File: src/core/dvspr_cfg.svh
// constants for the preset setpoint ramp control block
`ifndef DVSPR_CFG_SVH
`define DVSPR_CFG_SVH

// register offsets and unmapped read value
`define DVSPR_ADDR_PRESET_A   8'h00
`define DVSPR_ADDR_PRESET_B   8'h01
`define DVSPR_READ_UNMAPPED   8'h00

// preset register layout
`define DVSPR_MODE_BIT        7
`define DVSPR_CODE_MSB        6
`define DVSPR_CODE_LSB        0

// voltage code: 500 mV plus 10 mV per code, up to 1770 mV
`define DVSPR_VOUT_MIN_MV     16'h01F4
`define DVSPR_VOUT_STEP_MV    16'h000A
`define DVSPR_VOUT_MAX_MV     16'h06EA
`define DVSPR_CODE_MIN        7'h00

// reset codes, first variant (1.20 V / 1.16 V)
`define DVSPR_RST_A_VAR0      7'h46
`define DVSPR_RST_B_VAR0      7'h42
// reset codes, second variant (0.96 V / 1.40 V)
`define DVSPR_RST_A_VAR1      7'h2E
`define DVSPR_RST_B_VAR1      7'h5A
// reset mode: power save
`define DVSPR_RST_FORCE_PWM   1'b0

// setpoint step sizes in code units (20 mV and 10 mV)
`define DVSPR_FULL_STEP       7'h02
`define DVSPR_HALF_STEP       7'h01

// timing: clock period 100 ns, one 20 mV step at 32 mV/us is 625 ns
`define DVSPR_CLK_PERIOD_PS   32'h0001_86A0
`define DVSPR_BASE_STEP_PS    32'h0009_8968
`define DVSPR_ACC_ZERO        32'h0000_0000

`endif

File: src/core/dvspr_pkg.sv
// types for the preset setpoint ramp control block
package dvspr_pkg;

   typedef struct packed {
      logic       force_pwm;
      logic [6:0] voltage_code;
   } dvspr_preset_t;

   typedef enum logic [1:0] {
      DVSPR_IDLE = 2'b00,
      DVSPR_RISE = 2'b01,
      DVSPR_FALL = 2'b10
   } dvspr_ramp_state_t;

endpackage : dvspr_pkg

File: src/core/dvspr_ctrl.sv
// preset setpoint ramp control: two presets, select pin, stepped ramp
// Functional notes
// - select low uses preset A, select high uses preset B.
// - select pin has an optional internal pull-down; otherwise driven externally.
// - presets reset to power save with variant-dependent voltages; host may rewrite.
// - 7-bit voltage code: 500 mV plus 10 mV per step, to 1770 mV.
// - write to the active preset takes effect once the write completes.
// - either preset writable any time; host may toggle select afterwards.
// - bit 7 of each preset picks power save or forced PWM.
// - mode bit change in active preset takes effect immediately.
// - one ramp rate setting governs both presets.
// - slope is 32 mV/us divided by two to the ramp code.
// - setpoint moves in discrete steps paced by the internal oscillator.
// - steps are 20 mV, with a final 10 mV step when needed.
// - forced PWM enforces the slope rising and falling.
// - power save still enforces the rising slope.
// - ramp-down-in-PFM bit enforces falling slope in power save.
// - without that bit, falls in power save are not actively driven.
// - after start-up from minimum voltage, setpoint rises at programmed rate.
`timescale 1ns/1ps
`include "dvspr_cfg.svh"

module dvspr_ctrl #(
   parameter bit VARIANT_B = 1'b0
) (
   // clock and reset
   input  wire logic       REF_CLK,
   input  wire logic       RST_N,
   // preset select pin and its pull-down
   input  wire logic       PRESET_SELECT_PIN,
   input  wire logic       SELECT_PULLDOWN_REQ,
   output logic            SELECT_PULLDOWN_EN,
   // register port, write strobe marks a completed write command
   input  wire logic       REG_WR,
   input  wire logic [7:0] REG_ADDR,
   input  wire logic [7:0] REG_WDATA,
   output logic [7:0]      REG_RDATA,
   // global ramp settings
   input  wire logic [2:0] RAMP_RATE_CODE,
   input  wire logic       RAMP_DOWN_IN_PFM,
   // regulation loop controls
   output logic [6:0]      SETPOINT_CODE,
   output logic            ACTIVE_FORCE_PWM,
   output logic            ACTIVE_PRESET,
   output logic            RAMP_BUSY,
   output logic            FALL_SINK_EN
);

   localparam logic [6:0] RST_CODE_A = VARIANT_B ? `DVSPR_RST_A_VAR1 : `DVSPR_RST_A_VAR0;
   localparam logic [6:0] RST_CODE_B = VARIANT_B ? `DVSPR_RST_B_VAR1 : `DVSPR_RST_B_VAR0;

   logic                          sel_meta_q;
   logic                          sel_sync_q;
   logic                          pulldown_q;
   dvspr_pkg::dvspr_preset_t      preset_q [2];
   dvspr_pkg::dvspr_preset_t      active;
   logic [7:0]                    rdata_q;
   logic [6:0]                    setpoint_q;
   logic [6:0]                    setpoint_d;
   dvspr_pkg::dvspr_ramp_state_t  state_q;
   dvspr_pkg::dvspr_ramp_state_t  state_d;
   logic                          pwm_q;
   logic                          act_sel_q;
   logic                          busy_q;
   logic                          sink_q;
   logic                          up;
   logic                          down;
   logic                          controlled_fall;
   logic [6:0]                    diff;
   logic [6:0]                    step;
   logic                          half;
   logic                          run;
   logic                          tick;

   always_ff @(posedge REF_CLK) begin
      if (!RST_N) begin
         sel_meta_q <= 1'b0;
         sel_sync_q <= 1'b0;
      end else begin
         sel_meta_q <= PRESET_SELECT_PIN;
         sel_sync_q <= sel_meta_q;
      end
   end

   always_ff @(posedge REF_CLK) begin
      if (!RST_N) begin
         pulldown_q <= 1'b0;
      end else begin
         pulldown_q <= SELECT_PULLDOWN_REQ;
      end
   end

   // preset registers
   for (genvar i = 0; i < 2; i++) begin : g_preset
      localparam logic [7:0] ADDR     = (i == 0) ? `DVSPR_ADDR_PRESET_A : `DVSPR_ADDR_PRESET_B;
      localparam logic [6:0] RST_CODE = (i == 0) ? RST_CODE_A : RST_CODE_B;
      always_ff @(posedge REF_CLK) begin
         if (!RST_N) begin
            preset_q[i].force_pwm    <= `DVSPR_RST_FORCE_PWM;
            preset_q[i].voltage_code <= RST_CODE;
         end else if (REG_WR && (REG_ADDR == ADDR)) begin
            preset_q[i].force_pwm    <= REG_WDATA[`DVSPR_MODE_BIT];
            preset_q[i].voltage_code <= REG_WDATA[`DVSPR_CODE_MSB:`DVSPR_CODE_LSB];
         end
      end
   end

   // register read-back, one cycle after the address
   always_ff @(posedge REF_CLK) begin
      if (!RST_N) begin
         rdata_q <= `DVSPR_READ_UNMAPPED;
      end else if (REG_ADDR == `DVSPR_ADDR_PRESET_A) begin
         rdata_q <= preset_q[0];
      end else if (REG_ADDR == `DVSPR_ADDR_PRESET_B) begin
         rdata_q <= preset_q[1];
      end else begin
         rdata_q <= `DVSPR_READ_UNMAPPED;
      end
   end

   always_comb begin
      // completed write to active preset seen next cycle
      active          = preset_q[sel_sync_q];
      // target compared in 10 mV code units
      up              = active.voltage_code > setpoint_q;
      down            = active.voltage_code < setpoint_q;
      // ramp-down bit controls falls in power save
      controlled_fall = active.force_pwm || RAMP_DOWN_IN_PFM;
      diff            = up ? (active.voltage_code - setpoint_q) : (setpoint_q - active.voltage_code);
      // 20 mV steps, final 10 mV
      half            = (diff == `DVSPR_HALF_STEP);
      step            = half ? `DVSPR_HALF_STEP : `DVSPR_FULL_STEP;
      run             = up || (down && controlled_fall);
   end

   dvspr_ramp_timer u_timer (
      .clk       (REF_CLK),
      .rst_n     (RST_N),
      .run       (run),
      .half      (half),
      .rate_code (RAMP_RATE_CODE),
      .tick      (tick)
   );

   always_comb begin
      setpoint_d = setpoint_q;
      // each tick steps from present setpoint toward current target
      if (tick && up) begin
         setpoint_d = setpoint_q + step;
      end else if (tick && down) begin
         setpoint_d = setpoint_q - step;
      end else if (down && !controlled_fall) begin
         // uncontrolled fall, setpoint drops at once
         setpoint_d = active.voltage_code;
      end
   end

   always_comb begin
      unique case (state_q)
         dvspr_pkg::DVSPR_IDLE,
         dvspr_pkg::DVSPR_RISE,
         dvspr_pkg::DVSPR_FALL: begin
            if (up) begin
               state_d = dvspr_pkg::DVSPR_RISE;
            end else if (down && controlled_fall) begin
               state_d = dvspr_pkg::DVSPR_FALL;
            end else begin
               state_d = dvspr_pkg::DVSPR_IDLE;
            end
         end
         default: begin
            state_d = dvspr_pkg::DVSPR_IDLE;
         end
      endcase
   end

   // start at minimum code and ramp up after reset
   always_ff @(posedge REF_CLK) begin
      if (!RST_N) begin
         setpoint_q <= `DVSPR_CODE_MIN;
      end else begin
         setpoint_q <= setpoint_d;
      end
   end

   // ramp direction state
   always_ff @(posedge REF_CLK) begin
      if (!RST_N) begin
         state_q <= dvspr_pkg::DVSPR_IDLE;
      end else begin
         state_q <= state_d;
      end
   end

   always_ff @(posedge REF_CLK) begin
      if (!RST_N) begin
         pwm_q <= `DVSPR_RST_FORCE_PWM;
      end else begin
         pwm_q <= active.force_pwm;
      end
   end

   always_ff @(posedge REF_CLK) begin
      if (!RST_N) begin
         act_sel_q <= 1'b0;
      end else begin
         act_sel_q <= sel_sync_q;
      end
   end

   always_ff @(posedge REF_CLK) begin
      if (!RST_N) begin
         busy_q <= 1'b0;
      end else begin
         busy_q <= (state_d != dvspr_pkg::DVSPR_IDLE);
      end
   end

   always_ff @(posedge REF_CLK) begin
      if (!RST_N) begin
         sink_q <= 1'b0;
      end else begin
         sink_q <= (state_d == dvspr_pkg::DVSPR_FALL);
      end
   end

   assign SELECT_PULLDOWN_EN = pulldown_q;
   assign REG_RDATA          = rdata_q;
   assign SETPOINT_CODE      = setpoint_q;
   assign ACTIVE_FORCE_PWM   = pwm_q;
   assign ACTIVE_PRESET      = act_sel_q;
   assign RAMP_BUSY          = busy_q;
   assign FALL_SINK_EN       = sink_q;

endmodule : dvspr_ctrl

File: src/core/dvspr_ramp_timer.sv
// step pacing timer for the setpoint ramp
`timescale 1ns/1ps
`include "dvspr_cfg.svh"

module dvspr_ramp_timer (
   // clock and reset
   input  wire logic       clk,
   input  wire logic       rst_n,
   // pacing control
   input  wire logic       run,
   input  wire logic       half,
   input  wire logic [2:0] rate_code,
   // step strobe
   output logic            tick
);

   logic [31:0] acc_q;
   logic [31:0] acc_d;
   logic [31:0] period;
   logic [31:0] cost;
   logic [31:0] sum;

   // period doubles per rate code; time carried in ps so the average is exact
   always_comb begin
      period = `DVSPR_BASE_STEP_PS << rate_code;
      cost   = half ? (period >> 1) : period;
      sum    = acc_q + `DVSPR_CLK_PERIOD_PS;
      tick   = run && (sum >= cost);
      if (!run) begin
         acc_d = `DVSPR_ACC_ZERO;
      end else if (tick) begin
         acc_d = sum - cost;
      end else begin
         acc_d = sum;
      end
   end

   always_ff @(posedge clk) begin
      if (!rst_n) begin
         acc_q <= `DVSPR_ACC_ZERO;
      end else begin
         acc_q <= acc_d;
      end
   end

endmodule : dvspr_ramp_timer

File: config.mk
export PLATFORM = sky130hd
export DESIGN_NAME = dvspr_ctrl
export DESIGN_NICKNAME = d
export VERILOG_FILES = /design/src/core/dvspr_pkg.sv /design/src/core/dvspr_ctrl.sv /design/src/core/dvspr_ramp_timer.sv
export VERILOG_INCLUDE_DIRS = /design/src /design/src/core
export SDC_FILE = /design/constraint.sdc
export NUM_CORES = 1
export LEC_CHECK = 0
export ABC_AREA = 1
export CORE_MARGIN = 1.5
export CORE_UTILIZATION = 30
export CTS_BUF_LIST = sky130_fd_sc_hd__clkbuf_4 sky130_fd_sc_hd__clkbuf_8
export DETAILED_ROUTE_END_ITERATION = 16
export DONT_BUFFER_PORTS = 1
export GPL_TIMING_DRIVEN = 0
export PLACE_DENSITY = 0.44
export REMOVE_ABC_BUFFERS = 1
export SLEW_MARGIN = 20
export SYNTH_ARGS = -nofsm -noshare
export SYNTH_HDL_FRONTEND = slang
export SYNTH_SLANG_ARGS = --single-unit
File: constraint.sdc
create_clock -name REF_CLK -period 12.3 [get_ports REF_CLK]
set_clock_uncertainty 0.15 [all_clocks]
set_input_delay 0.615 -clock REF_CLK [delete_from_list [all_inputs] [get_ports REF_CLK]]
set_output_delay 0.615 -clock REF_CLK [all_outputs]
set_load 0.02 [all_outputs]
[Yosys cells after proc, flatten, opt, wreduce, memory -nomap -nowiden]
Memory sizes are Yosys's and may differ from the RTL's. A register that Yosys moved wholly into a read port is not among the register bits.
Index checks and enable logic that the tools add are counted.
Word-level totals
  register bits: 56
  RAM bits: 16
  input bits: 25
  output and inout bits: 20
  logic and storage cells: 71
  memories: 1
Memory list
  preset_q: depth 2, bits a word 8, rd ports 3, clocked after Yosys merged registers in 1, wr ports 2, line dvspr_ctrl.sv:55  | dvspr_pkg::dvspr_preset_t preset_q [2];
Cells by class
  add/subtract/negate cells: 6
  magnitude comparators: 3
  eq/ne operators: 5
  shifts and indexed selects: 1
  muxes and demuxes: 24
  bitwise operators: 4
  reduce and logical (&&, ||, !) cells: 16
Operators with widths (number)
  $mux W32: 2
  $mux W7: 6
  $add A32 B17 Y32 const B: 1
  $ge A32 B32 Y1: 1
  $shl A20 B3 Y32 const A: 1
  $sub A32 B32 Y32: 1
  $mux W8: 2
  $sub A7 B7 Y7: 2
  $mux W1: 10
  $eq A8 B1 Y1 const B: 1
  $logic_not A8 Y1: 1
  $mux W2: 4
  $add A7 B2 Y7: 1
  $eq A7 B1 Y1 const B: 1
  $gt A7 B7 Y1: 1
  $logic_and A1 B1 Y1: 7
  $lt A7 B7 Y1: 1
  $sub A7 B2 Y7: 1
  $eq A2 B2 Y1 const B: 2
  $or A1 B1 Y1: 4
  $reduce_bool A3 Y1: 1
  $reduce_or A3 Y1: 1
  $eq A2 B1 Y1 const B: 1
  $logic_not A2 Y1: 1
  other kinds (4): 5

[Depth between registers and ports, before layout]
  depth after elaboration: 9
  gate-level depth with buffers: 41
  depth with buffers taken out: 37

[Cells and area by module]
Synthesis repeated with hierarchy kept, for this count alone.
Second synthesis, totals
  cells, all modules: 1035
  area total of the unflattened synthesis: 6685.2 sq um
Modules (own cells, without submodules)
  dvspr_ramp_timer: instances 1, cells an instance 658, area an instance 3812.4 sq um, sequential area each 600.6 sq um
  dvspr_ctrl: instances 1, cells an instance 377, area an instance 2872.8 sq um, sequential area each 970.9 sq um

[Least setup slack after synthesis]
Ideal clock, no wire load.
  path type: reg2reg
  start point: register (tool-made name)
  end point: register setpoint_q[1] (netlist: SETPOINT_CODE[1])
  setup time: 0.120 ns
  arrival time: 4.446 ns
  required time: 12.030 ns
  setup slack: 7.584 ns
  cell stages (with the launch flop): 35
  buffers on the path: 4
  clock period less this slack: 4.716 ns
  cells stage by stage: dfxtp_1 -> inv_1 -> or2_2 -> o21ai_0 -> inv_1 -> ha_1 -> buf_6 -> nand2_1 -> inv_2 -> a221oi_2 -> nand2_2 -> nand2_2 -> buf_6 -> nor2_1 -> nor3_4 -> nand2_4 -> clkbuf_2 -> o21ai_0 -> nand2_1 -> ha_1 -> nand2_1 -> inv_2 -> a21oi_1 -> nand2_1 -> nand2_1 -> inv_1 -> nor2_1 -> nor2_2 -> nor2_2 -> nand2_2 -> nand2_4 -> nand2_2 -> buf_2 -> o21ai_0 -> a21oi_1
RTL lines
  to (signal assigned): line dvspr_ctrl.sv:180  | setpoint_q <= `DVSPR_CODE_MIN;
  to (signal assigned): line dvspr_ctrl.sv:182  | setpoint_q <= setpoint_d;
  to (decl): line dvspr_ctrl.sv:58  | logic [6:0] setpoint_q;

==> qor.yml <==
syn_area_mm2: 0.00659
finish.utilization_pct: 32.0
cp_max_fo: 39
cts_max_level: 3
cpMostUsedCell: "nand2_1"
fill_cells: 2451
wl_per_cell_um: 14.8
worstPathRequired_ns: 12.36
clock.fmax_mhz: 143
synthTopCellsByArea: "dfxtp_1 (17%), nand2_1 (14%), ha_1 (9.7%)"
clock_latency_ns: 0.37
worst_pin_slew_ns: 0.964
yosysWarnings: 0
crit_type: "reg2reg"
grt.overflow.total: 0
dieArea_mm2: 0.0229
boundaryPins: 45
drive_above_1_share_pct: 8.42
r2r_slack_ns: 5.29
drt-initial-drc-count: 250
hold_ws_ns: 0.190
nets: 1061
finalSetupViolations: 0
io_buffers: 0
finalCriticalPeriod_ns: 7.01
cp-start-kind: "flip-flop"
hold_viol: 0
wirelength_um: 18800
area_growth_pct: 5.26
antenna_found_initial: 0
rsz0062_at_grt: "no"
cts_root_buf: "clkbuf_8"
track_usage_pct: 17.3
firstDrtPassIters: 5
dr_wl_met3_um: 629
cts_resized: 0
endpoint_kind: "flip-flop"
power_mw: 1.87
p_per_area_mw_per_mm2: 269
hp-start: "SELECT_PULLDOWN_REQ"
whs_path_depth: 2
cts_hold_buf: 0
synth_area_per_cell_um2: 6.62
routed-wl-met2_um: 8200
ir_drop_v: 0.000123
p_leak_nw: 3.21
setup-tns-final_ns: 0
cts.sinks: 71
synth.distinct_cells: 44
ys_seq_area_share_pct: 23.8
min_path_type: "in2reg"
gp_congestion: 0.853
vias_per_cell: 4.76
die_w_um: 151
r2r_cells: 33
grt_pass1_vias: 5767
cts_tree: "yes"
cpPeakStageDelay_ns: 0.52
r2r-end: "u_timer.acc_q[16]"
clockBufferDepth: 2
start_util_pct: 30.4
rows: 54
min_period_over_period_pct: 57.0
status: "completed"
postSynthCellCount: 996
die_h_um: 151
drc: 0
slew_viol_final: 0
holdPathEnd: "SELECT_PULLDOWN_EN"
synth-seq-cells: 71
cts-buffers-inserted: 9
diodes: 0
vias: 6024
drt-met1-wl_um: 9750
drtAntennaViolNets: 0
grt_first_pass_wirelength_um: 30700
slew-limit-headroom_pct: 35.2
maxCapViolCount: 0
netlist.top_cell.by_area: "dfxtp_1"
grt_max_degree: 40
yosysTopAreaCellShare_pct: 17.0
hpwl_um: 14900
crit_arrival_ns: 7.08
cts_setup_buffers: 0
cts.clk_slew.worst_paths_ns: 0.08
highest_layer: "met4"
slowest_stage: "dfxtp_1"
core-area_mm2: 0.0217
## flip-flops by register name (all words and copies together), names as in the netlist, named ones only
signal / cells
SETPOINT_CODE: 7
ACTIVE_PRESET: 1
sel_meta_q: 1
ACTIVE_FORCE_PWM: 1
u_timer.acc_q: 30
RAMP_BUSY: 1
state_q: 2
REG_RDATA: 8
FALL_SINK_EN: 1
sel_sync_q: 1
preset_q: 16
SELECT_PULLDOWN_EN: 1
## area by class of cell
type / count / area, um^2 / area share, %
inverter: 126 / 474 / 6.83
sequential: 71 / 1570 / 22.6
clock buffer: 10 / 131 / 1.89
tap: 280 / 350 / 5.05
multi-input combinational: 773 / 4370 / 62.9
clock inverter: 6 / 46.3 / 0.667
## report_power, final
part           switching (mW)  total [mW]  internal [mW]
sequential             0.0752       0.368          0.293
combinational           0.882        1.31          0.432
clock                   0.107       0.184         0.0766
total                    1.07        1.87          0.801
## how the worst max path moves through the flow
stage | slack [ns] | cells after the start | from | endpoint
floorplan | 7.10 | 33 | flip-flop | u_timer.acc_q[16]
global placement | 5.23 | 33 | flip-flop | u_timer.acc_q[26]
detailed placement | 5.28 | 33 | flip-flop | u_timer.acc_q[26]
CTS | 5.25 | 33 | flip-flop | u_timer.acc_q[16]
global route | 4.57 | 33 | flip-flop | u_timer.acc_q[16]
finish | 5.29 | 33 | flip-flop | u_timer.acc_q[16]
## routing by layer
layer | global-route usage [%] | up-vias
met3 | 2.68 | 13
met1 | 24.8 | 2724
met5 | 0 | -
met4 | 3.69 | 0
li1 | - | 3194
met2 | 27.3 | 93
## synth_stat cells, drive strengths merged
cell type	instances
a21oi	77
a211oi	2
or2	10
a21boi	1
a221oi	1
xor2	43
clkinv	2
fa	4
a21o	5
ha	51
nand3	52
nand4	13
o21ai	92
nor2	110
nor3	12
inv	124
nand3b	4
clkbuf	11
xnor2	22
nand2	261
buf	15
nor4	6
o211ai	1
a31oi	5
dfxtp	56
o21bai	1
edfxtp	15
## stage by stage
step                      setup WS (ns)  area (um^2)  cells
after global placement             5.23         6760   1250
after floorplan                    7.10         6410    970
after CTS                          5.25         6940   1266
final                              5.29         6940   1266
after global routing               4.57         6940   1266
after detailed placement           5.28         6760   1250
## cells in the final DEF, fill, tap and decap left out, types with 13 or more instances in the layout
| cell type | netlist | routed |
|---|---|---|
| nand2_1 | 239 | 239 |
| inv_1 | 113 | 113 |
| nor2_1 | 101 | 101 |
| o21ai_0 | 81 | 79 |
| a21oi_1 | 74 | 74 |
| dfxtp_1 | 56 | 56 |
| ha_1 | 51 | 51 |
| nand3_1 | 48 | 48 |
| xor2_1 | 43 | 43 |
| xnor2_1 | 22 | 22 |
| nand2_2 | 18 | 18 |
| edfxtp_1 | 15 | 15 |
| nand4_1 | 13 | 13 |
## cell families after synthesis
kind of cell / synth area share [%]
XOR/XNOR: 8.64
adder cells (fa/ha/maj): 10.9
AO/OA/AOI/OAI: 15.1
AND/OR/NAND/NOR: 31.6
flip-flops: 23.8
buffers and inverters: 9.94
## critical path, delay by kind of cell, from the launching register on
family	cells	cell delay (ns)
simple gates	19	3.51
compound gates	5	1.01
buf+inv	7	0.98
fa+ha+maj	2	0.67
flops	1	0.52
(Power assumes the default switching activity.)
